### config.mk
export PLATFORM = sky130hd
export DESIGN_NAME = cpw_unit
export DESIGN_NICKNAME = d
export VERILOG_FILES = /design/src/design/cpw_pkg.sv /design/src/design/cpw_unit.sv
export SDC_FILE = /design/constraint.sdc
export NUM_CORES = 1
export LEC_CHECK = 0
export BUFFER_PORTS_ARGS = -buffer_cell sky130_fd_sc_hd__buf_2
export CAP_MARGIN = 10
export CORE_ASPECT_RATIO = 1.2
export CORE_UTILIZATION = 50
export CTS_CLUSTER_DIAMETER = 40
export CTS_CLUSTER_SIZE = 24
export DETAILED_ROUTE_END_ITERATION = 12
export GPL_TIMING_DRIVEN = 0
export MAX_ROUTING_LAYER = met4
export PLACE_DENSITY = 0.72
export SKIP_CTS_REPAIR_TIMING = 1
export SYNTH_ARGS = -nofsm -noshare
export SYNTH_HDL_FRONTEND = slang
export SYNTH_SLANG_ARGS = --single-unit
### constraint.sdc
create_clock -name aclk -period 2.2 [get_ports aclk]
set_input_delay 0 -clock aclk [delete_from_list [all_inputs] [get_ports aclk]]
set_output_delay 0 -clock aclk [all_outputs]
set_load 0.01 [all_outputs]
### src/design/cpw_pkg.sv
package cpw_pkg;

   // -----------------------------------------------------------------
   // Register offsets (byte addresses)
   // -----------------------------------------------------------------
   localparam logic [7:0] OFF_MODE = 8'h00;
   localparam logic [7:0] OFF_VALUE = 8'h04;
   localparam logic [7:0] OFF_T2CTRL = 8'h08;
   localparam logic [7:0] OFF_PERIOD = 8'h0c;
   localparam logic [7:0] OFF_T2CNT = 8'h10;
   localparam logic [7:0] OFF_STATUS = 8'h14;
   localparam logic [7:0] OFF_IRQEN = 8'h18;

   // -----------------------------------------------------------------
   // Field positions
   // -----------------------------------------------------------------
   localparam int MODE_LSB = 0;
   localparam int DLSB_LSB = 4;
   localparam int PS_LSB = 0;
   localparam int T2ON_BIT = 2;
   localparam int POST_LSB = 3;
   localparam int EVT_BIT = 0;
   localparam int T2F_BIT = 1;
   localparam int PIN_BIT = 2;
   localparam int IE_BIT = 0;

   // -----------------------------------------------------------------
   // Reset values
   // -----------------------------------------------------------------
   localparam logic [7:0] PERIOD_RST = 8'hff;
   localparam logic [5:0] MODE_REG_RST = 6'h00;
   localparam logic [6:0] T2CTRL_RST = 7'h00;

   // -----------------------------------------------------------------
   // Timing: oscillator periods per timer2 tick at each prescale
   // -----------------------------------------------------------------
   localparam int QUARTERS = 4;
   localparam logic [1:0] PS_DIV1 = 2'b00;
   localparam logic [1:0] PS_DIV4 = 2'b01;
   localparam logic [5:0] PRE_LAST_1 = 6'(QUARTERS * 1 - 1);
   localparam logic [5:0] PRE_LAST_4 = 6'(QUARTERS * 4 - 1);
   localparam logic [5:0] PRE_LAST_16 = 6'(QUARTERS * 16 - 1);

   localparam logic [1:0] RESP_OKAY = 2'b00;
   localparam logic [1:0] RESP_SLVERR = 2'b10;

   // Unit operating modes.
   typedef enum logic [3:0] {
      MODE_OFF = 4'b0000,
      MODE_CMP_HIGH = 4'b1000,
      MODE_CMP_LOW = 4'b1001,
      MODE_CMP_SOFT = 4'b1010,
      MODE_CMP_SPECIAL = 4'b1011,
      MODE_PWM = 4'b1100
   } cpw_mode_e;

endpackage

### src/design/cpw_unit.sv
`timescale 1ns/1ps
// Notes on behaviour
// - Compare mode checks value against timer1 continuously.
// - Match drives pin high, low, or unchanged.
// - Match raises interrupt with the pin action.
// - Software-interrupt setting leaves pin, raises interrupt.
// - Special event clears timer1, starts conversion.
// - PWM period is (period+1) x 4 x prescale.
// - Period match clears timer2, sets pin unless the new duty is zero, reloads duty.
// - Postscaler never changes the PWM period.
// - Duty is 10 bits: byte plus two bits.
// - High time is duty x oscillator x prescale.
// - Duty writes apply at period end; high read-only in PWM.
// - Duty double-buffered with high byte and latch.
// - Pin clears when duty equals extended timer2.
// - Duty beyond period gives constant high output.
// - Zero mode write forces the output pin low.
// - Prescaler divides by 1, 4 or 16.
// - Timer2 counts to period then restarts.
// - Event flag is sticky until software clears.
// - Two-bit field selects the prescale factor.
module cpw_unit (
   input wire logic aclk,
   input wire logic aresetn,
   input wire logic [7:0] s_axi_awaddr,
   input wire logic s_axi_awvalid,
   output logic s_axi_awready,
   input wire logic [31:0] s_axi_wdata,
   input wire logic [3:0] s_axi_wstrb,
   input wire logic s_axi_wvalid,
   output logic s_axi_wready,
   output logic [1:0] s_axi_bresp,
   output logic s_axi_bvalid,
   input wire logic s_axi_bready,
   input wire logic [7:0] s_axi_araddr,
   input wire logic s_axi_arvalid,
   output logic s_axi_arready,
   output logic [31:0] s_axi_rdata,
   output logic [1:0] s_axi_rresp,
   output logic s_axi_rvalid,
   input wire logic s_axi_rready,
   input wire logic [15:0] timer1_count,
   output logic shared_output_pin,
   output logic timer1_clear,
   output logic adc_start,
   output logic unit_irq
);

   // -----------------------------------------------------------------
   // Register state
   // -----------------------------------------------------------------
   logic [3:0] mode_q;
   logic [1:0] dlsb_q;
   logic [7:0] duty_low_buffer;
   logic [7:0] duty_active_high;
   logic [1:0] duty_latch_q;
   logic [6:0] timer2_control;
   logic [7:0] period_register;
   logic [7:0] timer2_count;
   logic [5:0] pre_q;
   logic [3:0] post_q;
   logic unit_event_flag;
   logic t2_flag_q;
   logic irq_en_q;
   logic cmp_eq_q;

   logic aw_have_q;
   logic w_have_q;
   logic [7:0] awaddr_q;
   logic [31:0] wdata_q;
   logic [3:0] wstrb_q;

   // -----------------------------------------------------------------
   // Write decode
   // -----------------------------------------------------------------
   logic wr_en;
   logic [31:0] wmask;
   logic [31:0] wval;
   logic wr_mode;
   logic wr_value;
   logic wr_t2ctrl;
   logic wr_period;
   logic wr_t2cnt;
   logic wr_status;
   logic wr_irqen;
   logic wr_ok;

   assign wr_en = aw_have_q && w_have_q && !s_axi_bvalid;
   assign wmask = {{8{wstrb_q[3]}}, {8{wstrb_q[2]}}, {8{wstrb_q[1]}}, {8{wstrb_q[0]}}};
   assign wval = wdata_q & wmask;
   assign wr_mode = wr_en && awaddr_q == cpw_pkg::OFF_MODE;
   assign wr_value = wr_en && awaddr_q == cpw_pkg::OFF_VALUE;
   assign wr_t2ctrl = wr_en && awaddr_q == cpw_pkg::OFF_T2CTRL;
   assign wr_period = wr_en && awaddr_q == cpw_pkg::OFF_PERIOD;
   assign wr_t2cnt = wr_en && awaddr_q == cpw_pkg::OFF_T2CNT;
   assign wr_status = wr_en && awaddr_q == cpw_pkg::OFF_STATUS;
   assign wr_irqen = wr_en && awaddr_q == cpw_pkg::OFF_IRQEN;
   assign wr_ok = wr_mode || wr_value || wr_t2ctrl || wr_period || wr_t2cnt || wr_status
      || wr_irqen;

   // Merged mode register after a write; masked lanes keep old bits.
   logic [5:0] mode_new;
   assign mode_new = (wval[5:0] | ({dlsb_q, mode_q} & ~wmask[5:0]));

   // -----------------------------------------------------------------
   // Timer2 time base
   // -----------------------------------------------------------------
   logic [1:0] ps;
   logic t2_on;
   logic [3:0] post_sel;
   logic [5:0] pre_last;
   logic [1:0] low2;
   logic quarter_end;
   logic [9:0] ext_next;
   logic tick;
   logic period_hit;
   logic is_pwm;
   logic is_cmp;
   logic [9:0] duty_next;

   assign ps = timer2_control[cpw_pkg::PS_LSB +: 2];
   assign t2_on = timer2_control[cpw_pkg::T2ON_BIT];
   assign post_sel = timer2_control[cpw_pkg::POST_LSB +: 4];
   assign is_pwm = mode_q == cpw_pkg::MODE_PWM;
   assign is_cmp = mode_q == cpw_pkg::MODE_CMP_HIGH || mode_q == cpw_pkg::MODE_CMP_LOW
      || mode_q == cpw_pkg::MODE_CMP_SOFT || mode_q == cpw_pkg::MODE_CMP_SPECIAL;
   assign duty_next = {duty_low_buffer, dlsb_q};

   always_comb begin
      case (ps)
         cpw_pkg::PS_DIV1: begin
            pre_last = cpw_pkg::PRE_LAST_1;
            low2 = pre_q[1:0];
            quarter_end = 1'b1;
         end
         cpw_pkg::PS_DIV4: begin
            pre_last = cpw_pkg::PRE_LAST_4;
            low2 = pre_q[3:2];
            quarter_end = pre_q[1:0] == 2'h3;
         end
         default: begin
            pre_last = cpw_pkg::PRE_LAST_16;
            low2 = pre_q[5:4];
            quarter_end = pre_q[3:0] == 4'hf;
         end
      endcase
   end

   assign tick = t2_on && pre_q == pre_last;
   assign period_hit = tick && timer2_count == period_register;

   // The pin register is compared one clock ahead, so it falls as the extended count reaches the duty.
   // This keeps the high time at exactly duty x prescale clocks.
   assign ext_next = {timer2_count, low2} + 10'd1;

   // A write to the count or control register restarts the prescaler.
   always_ff @(posedge aclk) begin
      if (!aresetn || wr_t2ctrl || wr_t2cnt) begin
         pre_q <= '0;
      end else if (t2_on) begin
         pre_q <= tick ? '0 : pre_q + 6'd1;
      end
   end

   always_ff @(posedge aclk) begin
      if (!aresetn) begin
         timer2_count <= '0;
      end else if (wr_t2cnt) begin
         timer2_count <= wval[7:0];
      end else if (period_hit) begin
         timer2_count <= '0;
      end else if (tick) begin
         timer2_count <= timer2_count + 8'd1;
      end
   end

   // Postscaler only feeds its own flag, never the period.
   always_ff @(posedge aclk) begin
      if (!aresetn || wr_t2ctrl || wr_t2cnt) begin
         post_q <= '0;
      end else if (period_hit) begin
         post_q <= (post_q == post_sel) ? 4'h0 : post_q + 4'h1;
      end
   end

   // -----------------------------------------------------------------
   // Control registers
   // -----------------------------------------------------------------
   always_ff @(posedge aclk) begin
      if (!aresetn) begin
         {dlsb_q, mode_q} <= cpw_pkg::MODE_REG_RST;
         timer2_control <= cpw_pkg::T2CTRL_RST;
         period_register <= cpw_pkg::PERIOD_RST;
         irq_en_q <= 1'b0;
         duty_low_buffer <= '0;
      end else begin
         if (wr_mode) begin
            {dlsb_q, mode_q} <= mode_new;
         end
         if (wr_t2ctrl) begin
            timer2_control <= wval[6:0] | (timer2_control & ~wmask[6:0]);
         end
         if (wr_period) begin
            period_register <= wval[7:0] | (period_register & ~wmask[7:0]);
         end
         if (wr_irqen) begin
            irq_en_q <= wval[cpw_pkg::IE_BIT] | (irq_en_q & ~wmask[cpw_pkg::IE_BIT]);
         end
         if (wr_value) begin
            duty_low_buffer <= wval[7:0] | (duty_low_buffer & ~wmask[7:0]);
         end
      end
   end

   // The high byte is the compare value's upper half, or the active duty in PWM.
   always_ff @(posedge aclk) begin
      if (!aresetn) begin
         duty_active_high <= '0;
         duty_latch_q <= '0;
      end else if (is_pwm) begin
         if (period_hit) begin
            {duty_active_high, duty_latch_q} <= duty_next;
         end
      end else if (wr_value) begin
         duty_active_high <= wval[15:8] | (duty_active_high & ~wmask[15:8]);
      end
   end

   // -----------------------------------------------------------------
   // Compare detection and pin
   // -----------------------------------------------------------------
   logic cmp_eq;
   logic cmp_hit;

   assign cmp_eq = timer1_count == {duty_active_high, duty_low_buffer};
   assign cmp_hit = is_cmp && cmp_eq && !cmp_eq_q;

   always_ff @(posedge aclk) begin
      if (!aresetn) begin
         cmp_eq_q <= 1'b0;
      end else begin
         cmp_eq_q <= cmp_eq;
      end
   end

   always_ff @(posedge aclk) begin
      if (!aresetn) begin
         shared_output_pin <= 1'b0;
      end else if (wr_mode && mode_new == 6'h00) begin
         shared_output_pin <= 1'b0;
      end else if (is_pwm) begin
         if (period_hit) begin
            shared_output_pin <= duty_next != 10'h000;
         end else if (quarter_end && ext_next == {duty_active_high, duty_latch_q}) begin
            shared_output_pin <= 1'b0;
         end
      end else if (cmp_hit) begin
         if (mode_q == cpw_pkg::MODE_CMP_HIGH) begin
            shared_output_pin <= 1'b1;
         end else if (mode_q == cpw_pkg::MODE_CMP_LOW) begin
            shared_output_pin <= 1'b0;
         end
      end
   end

   always_ff @(posedge aclk) begin
      if (!aresetn) begin
         timer1_clear <= 1'b0;
         adc_start <= 1'b0;
      end else begin
         timer1_clear <= cmp_hit && mode_q == cpw_pkg::MODE_CMP_SPECIAL;
         adc_start <= cmp_hit && mode_q == cpw_pkg::MODE_CMP_SPECIAL;
      end
   end

   // -----------------------------------------------------------------
   // Sticky flags and interrupt line
   // -----------------------------------------------------------------
   logic clr_evt;
   logic clr_t2f;

   assign clr_evt = wr_status && wval[cpw_pkg::EVT_BIT];
   assign clr_t2f = wr_status && wval[cpw_pkg::T2F_BIT];

   // A new event in the clearing cycle keeps the flag set.
   always_ff @(posedge aclk) begin
      if (!aresetn) begin
         unit_event_flag <= 1'b0;
         t2_flag_q <= 1'b0;
      end else begin
         unit_event_flag <= cmp_hit || (unit_event_flag && !clr_evt);
         t2_flag_q <= (period_hit && post_q == post_sel) || (t2_flag_q && !clr_t2f);
      end
   end

   always_ff @(posedge aclk) begin
      if (!aresetn) begin
         unit_irq <= 1'b0;
      end else begin
         unit_irq <= (cmp_hit || unit_event_flag) && irq_en_q;
      end
   end

   // -----------------------------------------------------------------
   // AXI4-Lite write channels
   // -----------------------------------------------------------------
   always_ff @(posedge aclk) begin
      if (!aresetn) begin
         aw_have_q <= 1'b0;
         w_have_q <= 1'b0;
         awaddr_q <= '0;
         wdata_q <= '0;
         wstrb_q <= '0;
         s_axi_awready <= 1'b1;
         s_axi_wready <= 1'b1;
         s_axi_bvalid <= 1'b0;
         s_axi_bresp <= cpw_pkg::RESP_OKAY;
      end else begin
         if (s_axi_awvalid && s_axi_awready) begin
            aw_have_q <= 1'b1;
            awaddr_q <= {s_axi_awaddr[7:2], 2'b00};
            s_axi_awready <= 1'b0;
         end
         if (s_axi_wvalid && s_axi_wready) begin
            w_have_q <= 1'b1;
            wdata_q <= s_axi_wdata;
            wstrb_q <= s_axi_wstrb;
            s_axi_wready <= 1'b0;
         end
         if (wr_en) begin
            aw_have_q <= 1'b0;
            w_have_q <= 1'b0;
            s_axi_bvalid <= 1'b1;
            s_axi_bresp <= wr_ok ? cpw_pkg::RESP_OKAY : cpw_pkg::RESP_SLVERR;
         end
         if (s_axi_bvalid && s_axi_bready) begin
            s_axi_bvalid <= 1'b0;
            s_axi_awready <= 1'b1;
            s_axi_wready <= 1'b1;
         end
      end
   end

   // -----------------------------------------------------------------
   // AXI4-Lite read channels
   // -----------------------------------------------------------------
   logic [31:0] rd_val;
   logic rd_ok;

   always_comb begin
      rd_ok = 1'b1;
      rd_val = '0;
      case ({s_axi_araddr[7:2], 2'b00})
         cpw_pkg::OFF_MODE: rd_val[5:0] = {dlsb_q, mode_q};
         cpw_pkg::OFF_VALUE: rd_val[15:0] = {duty_active_high, duty_low_buffer};
         cpw_pkg::OFF_T2CTRL: rd_val[6:0] = timer2_control;
         cpw_pkg::OFF_PERIOD: rd_val[7:0] = period_register;
         cpw_pkg::OFF_T2CNT: rd_val[7:0] = timer2_count;
         cpw_pkg::OFF_STATUS: rd_val[2:0] = {shared_output_pin, t2_flag_q, unit_event_flag};
         cpw_pkg::OFF_IRQEN: rd_val[cpw_pkg::IE_BIT] = irq_en_q;
         default: rd_ok = 1'b0;
      endcase
   end

   always_ff @(posedge aclk) begin
      if (!aresetn) begin
         s_axi_arready <= 1'b1;
         s_axi_rvalid <= 1'b0;
         s_axi_rdata <= '0;
         s_axi_rresp <= cpw_pkg::RESP_OKAY;
      end else if (s_axi_arvalid && s_axi_arready) begin
         s_axi_arready <= 1'b0;
         s_axi_rvalid <= 1'b1;
         s_axi_rdata <= rd_val;
         s_axi_rresp <= rd_ok ? cpw_pkg::RESP_OKAY : cpw_pkg::RESP_SLVERR;
      end else if (s_axi_rvalid && s_axi_rready) begin
         s_axi_rvalid <= 1'b0;
         s_axi_arready <= 1'b1;
      end
   end

endmodule

# Word level (Yosys, flattened, before mapping)
# Cells that the tools add are included.
[word_totals]
elab_cells = 173
out_inout_bits = 45
ff_bits = 115
[classes]
n_eq_ne = 27
bitwise = 19
muxes = 30
n_addsub = 4
n_reduce_logical = 63
[ops]
columns = ["operator", "n"]
rows = [
  ["$mux W8", 7],
  ["$eq A6 B3 Y1 const B", 6],
  ["$logic_and A1 B1 Y1", 27],
  ["$and A8 B8 Y8", 3],
  ["$eq A4 B4 Y1 const B", 6],
  ["$eq A6 B2 Y1 const B", 4],
  ["$or A8 B8 Y8", 3],
  ["$and A16 B16 Y16", 1],
  ["$eq A16 B16 Y1", 1],
  ["$not A8 Y8", 2],
  ["$pmux W3 S5", 1],
  ["$logic_or A1 B1 Y1", 14],
  ["$eq A6 B1 Y1 const B", 2],
  ["$logic_not A6 Y1", 2],
  ["$pmux W2 S6", 1],
  ["$pmux W6 S2", 1],
  ["$mux W1", 11],
  ["$add A10 B1 Y10 const B", 1],
  ["$eq A10 B10 Y1", 1],
  ["$reduce_bool A10 Y1", 1],
  ["$add A8 B1 Y8 const B", 1],
  ["$eq A8 B8 Y1", 1],
  ["$logic_not A8 Y1", 1],
  ["$and A7 B7 Y7", 1],
  ["other kinds (32)", 44],
]

# Logic depth before layout (Yosys ltp)
[depth]
word_depth = 10
ltp_mapped = 9

# Least setup slack after synthesis
# Ideal clock, no wire load.
[synth_timing]
kind = "register to register"
startpoint = "register timer2_count[1]"
endpoint = "register shared_output_pin"
t_required_ps = 2128
synth_period_minus_slack_ps = 2005
setup_time_ps = 72
path_buffers = 0
path_stages_with_launch = 8
path_slack_ps = 195
t_arrival_ps = 1934
cell_sequence = "dfxtp_1 -> ha_1 -> and3_1 -> a31oi_1 -> a221o_2 -> o31a_2 -> o31ai_1 -> mux2i_1"
[synth_via]
elab_chain_len = 5
word_cells_on_any_way = 9
[synth_lines]
columns = ["item", "line_no", "source"]
rows = [
  ["start, declared", "cpw_unit.sv:59", "logic [7:0] timer2_count;"],
  ["start signal, assigned", "cpw_unit.sv:169", "timer2_count <= wval[7:0];"],
  ["start signal, assigned", "cpw_unit.sv:173", "timer2_count <= timer2_count + 8'd1;"],
  ["$add A10 B1 Y10", "cpw_unit.sv:154", "assign ext_next = {timer2_count, low2} + 10'd1;"],
  ["$eq A10 B10 Y1", "cpw_unit.sv:254", "end else if (quarter_end && ext_next == {duty_active_high, duty_latch_q}) begin"],
  ["$logic_and A1 B1 Y1", "cpw_unit.sv:254", ""],
  ["$ne A3 B2 Y1 (no source line)", "-", ""],
  ["$reduce_and A3 Y1 (no source line)", "-", ""],
  ["end signal, assigned", "cpw_unit.sv:253", "shared_output_pin <= duty_next != 10'h000;"],
  ["end signal, assigned", "cpw_unit.sv:255", "shared_output_pin <= 1'b0;"],
  ["end signal, assigned", "cpw_unit.sv:259", "shared_output_pin <= 1'b1;"],
  ["end, declared", "cpw_unit.sv:43", "output logic shared_output_pin,"],
]
# Several ways; a longest one is shown, not always the timed one.
# A chain may end at the register's enable or synchronous reset.

# Final worst setup path
[layout_timing]
startpoint = "register mode_q[1]"
endpoint = "register shared_output_pin"
[layout_via]
elab_chain_len = 8
word_cells_on_any_way = 22
[layout_lines]
columns = ["item", "line_no", "source"]
rows = [
  ["start, declared", "cpw_unit.sv:52", "logic [3:0] mode_q;"],
  ["start signal, assigned", "cpw_unit.sv:191", "{dlsb_q, mode_q} <= cpw_pkg::MODE_REG_RST;"],
  ["start signal, assigned", "cpw_unit.sv:198", "{dlsb_q, mode_q} <= mode_new;"],
  ["$eq A4 B4 Y1 (on tied branches)", "cpw_unit.sv:125, cpw_unit.sv:258, cpw_unit.sv:260", ""],
  ["$logic_or A1 B1 Y1", "cpw_unit.sv:125", "assign is_cmp = mode_q == cpw_pkg::MODE_CMP_HIGH || mode_q == cpw_pkg::MODE_CMP_LOW"],
  ["$logic_or A1 B1 Y1 (2 in series)", "cpw_unit.sv:126", "|| mode_q == cpw_pkg::MODE_CMP_SOFT || mode_q == cpw_pkg::MODE_CMP_SPECIAL;"],
  ["$logic_and A1 B1 Y1 (2 in series)", "cpw_unit.sv:236", "assign cmp_hit = is_cmp && cmp_eq && !cmp_eq_q;"],
  ["$reduce_bool A2 Y1 (no source line)", "-", ""],
  ["$reduce_and A3 Y1 (no source line)", "-", ""],
  ["end signal, assigned", "cpw_unit.sv:248", "shared_output_pin <= 1'b0;"],
  ["end signal, assigned", "cpw_unit.sv:250", "shared_output_pin <= 1'b0;"],
  ["end signal, assigned", "cpw_unit.sv:253", ""],
]
# Several ways; a longest one is shown, not always the timed one. The select of a mux whose other input is x is not followed.

==> summary.md <==
| Metric | Value |
|---|---|
| Hold path startpoint | s_axi_araddr[6] |
| Filler cell count | roughly 1.0k |
| TritonCTS clock tree | yes |
| RR Endpoint | shared_output_pin |
| CTS Sinks | around 110 |
| Number of flops mapped to enable cells by yosys | 0 |
| Final setup violation count | 1 |
| Syn avg cell area | 8.49 um2 |
| CP top delay family | simple AND/OR/NAND/NOR gates |
| Total GRT Usage | 30.3% |
| Final period util | 103% |
| Port Buffers | 75 |
| Nature of the critical path endpoint | flop |
| Largest stage delay, worst path | between 0.5 and 0.6 ns |
| DRT Pass-1 Iters | 5 |
| Maximum VDD drop | 521 uV |
| DR WL/cell | roughly 18 um |
| RSZ-0062 raised after global routing | true |
| Hold WS | 0.0693 ns |
| DRC viols | 0 |
| Clock skew | approximately 0.006 ns |
| Largest net degree at the start of global routing | 17 |
| Dpl cells | ~950 |
| Asr flop ratio synth | 0% |
| Initial antenna violation count | 0 |
| Req. time, crit path | 2.54 ns |
| Mapped Area | 5970 um2 |
| Finished Cell Area | approximately 7600 um2 |
| Largest family of logic cells by synthesized area | simple AND/OR/NAND/NOR gates |
| CTS max path bufs | 2 |
| Setup WS post-layout | -0.0601 ns |
| Synth Register Bits | 113 |
| Synth Area in Compound Gates | between 10% and 20% |
| Synth Area in Adders | less than 1% |
| CP max stage cell | or4_1 |
| Hold Path End | s_axi_rresp[1] |
| Die area | ~12000 um2 |
| Post-Synth XOR/XNOR Area | between 6 and 7% |
| Yosys top cell by area | dfxtp_1 |
| Most common cell in the netlist | nand2_1 |
| Simple-Gate Fraction of Synth Area | 25.6% |
| Die X | slightly above 100 um |
| Min-delay worst type | input pin to flop |
| DIE HEIGHT | ~120 um |
| Synth unique cells | 67 |
| Final Hold Fails | 0 |
| Fraction of synthesized area in multiplexers | ~5.5% |
| Total wire length | 17.8 mm |
| Htree depth | 4 |
| Placed wire-length estimate | ~13 mm |
| Row count | 43 |
| Slew Limit Fails | 0 |
| Area growth syn-to-layout | 27.0% |
| Via count | between 5k and 6k |
| Rel. slew slack | about 53% |
| Clock period minus worst slack | 2.26 ns |
| PwrDens | a little under 700 nW/um2 |
| Fin cells | ~1.0k |
| Post-Synthesis Cells | 703 |
| Vias per cell | 5.65 |
| Worst Reg-to-Reg Cells | 7 |
| DP Area | between 6000 and 7000 um2 |
| Layout cells sized above 1 | around a fifth |
| Reg2reg setup slack | -0.06 ns |
| Dominant cells by area after synthesis | dfxtp_1, nand2_1, xnor2_1 |
| Root buffer cell | clkbuf_16 |
| Critical path, cell by cell | nor2_2 > nand3_4 > a21oi_1 > o21ai_0 > or4_1 > o31ai_2 > mux2i_1 |
| Post-synth top area share | a little under two fifths |
| Final net count | between 900 and 1k |
| Worst r2r src | mode_q[1] |
| Max-cap violations | 0 |
| Crit path arrival time | 2.60 ns |
| Worst slew pin tran | ~0.7 ns |
| Starting DRT DRC Count | 341 |
| Synth top cells by count | nand2_1, dfxtp_1, a21boi_0 |
| Num CTS Buffers | 17 |
| Total power | between 5 and 6 mW |
| Pre-CTS setup slack | -0.284 ns |
| First-pass GRT wire length | approximately 27 mm |
| Kind of critical path | flop to flop |
| ANT nets after route | 0 |
| Total negative slack | -0.0601 ns |
| Ports | 120 |
| Core ar. | around 12000 um2 |
| Lkg Pwr | about 3 nW |
| Number of diodes | 0 |
| Clock transition at the registers of the reported paths | approximately 0.05 ns |
| WHS Path Cells | 4 |
| FMAX | around 440 MHz |
| Core Util, Final | between 60% and 70% |
| Number of global-route vias before repair | 5332 |
| Ys Warns | 0 |
| Global placement routability congestion | 0.948 |
| Total gr overflow | 0 |
| Main synth FF type | dfxtp_1 |
| Crit-path max FO | 5 |
| Buffers & Inverters on Critical Path | 0 |
| Run status | complete, but fails checks |
| Crit start category | flop |
| Setup crit start | mode_q[1] |
| Violated checks | setup timing |
| Clk_lat worst skew | 0.41 ns |
| Post-synthesis sequential area ratio | 37.9% |
| Starting density of the core | between 50% and 60% |
==> worst register-to-register path: cells and delay by family, from the launching register on <==
kind / cells / cell delay [ns]
AND/OR/NAND/NOR: 3 / 0.94
flip-flops: 1 / 0.36
multiplexers: 1 / 0.23
AO/OA/AOI/OAI: 3 / 0.66
==> logic make-up (layout without fill, tap and decap cells) <==
logic type      count (synthesis)  count (layout)
xor+xnor                       45              45
simple gates                  302             302
compound gates                142             142
buf+inv                        70             209
other cells                     1              18
flops                         113             113
mux                            27              27
fa+ha+maj                       3               3
==> report_power, final <==
part | switching (mW) | total [mW] | internal, mW
clock network | 0.990 | 2.56 | 1.57
registers | 0.0421 | 2.14 | 2.09
logic | 0.230 | 0.427 | 0.197
total | 1.26 | 5.13 | 3.86
==> routing by layer <==
| layer | track usage [%] | wire (um) |
|---|---|---|
| met1 | 35.2 | 6970 |
| met2 | 50.5 | 9090 |
| met3 | 4.88 | 1110 |
| met4 | 15.3 | 673 |
| met5 | - | 0 |
==> worst max path at each step <==
stage	to	slack (ns)	cells after the start
after detailed placement	shared_output_pin	-0.28	7
after global placement	shared_output_pin	-0.27	7
after global routing	shared_output_pin	-0.10	9
after floorplan	shared_output_pin	0.19	7
final	shared_output_pin	-0.06	7
after CTS	shared_output_pin	-0.31	7
==> cells in the final DEF (no fill, tap or decap), types with 12 or more instances in the layout <==
cell,Yosys,layout
a21boi_0,44,44
a21oi_1,19,18
a22oi_1,12,12
buf_2,3,78
buf_4,20,22
clkbuf_1,31,31
clkbuf_16,0,17
conb_1,1,18
dfxtp_1,113,110
dlygate4sd3_1,0,29
mux2i_1,18,17
nand2_1,122,122
nand3_1,43,43
nand4_1,14,14
nor2_1,34,31
nor2b_1,25,25
o21ai_0,22,21
xnor2_1,38,38
==> final cells by class <==
class	count	area, um2	area share (%)
Buffer	63	383	5.05
Inverter	7	26.3	0.347
Clock buffer	19	443	5.84
Tap cell	157	196	2.59
Multi-Input combinational cell	537	3460	45.7
Sequential cell	113	2270	29.9
Clock inverter	13	115	1.52
Timing Repair Buffer	107	688	9.08
(Power assumes the default switching activity.)
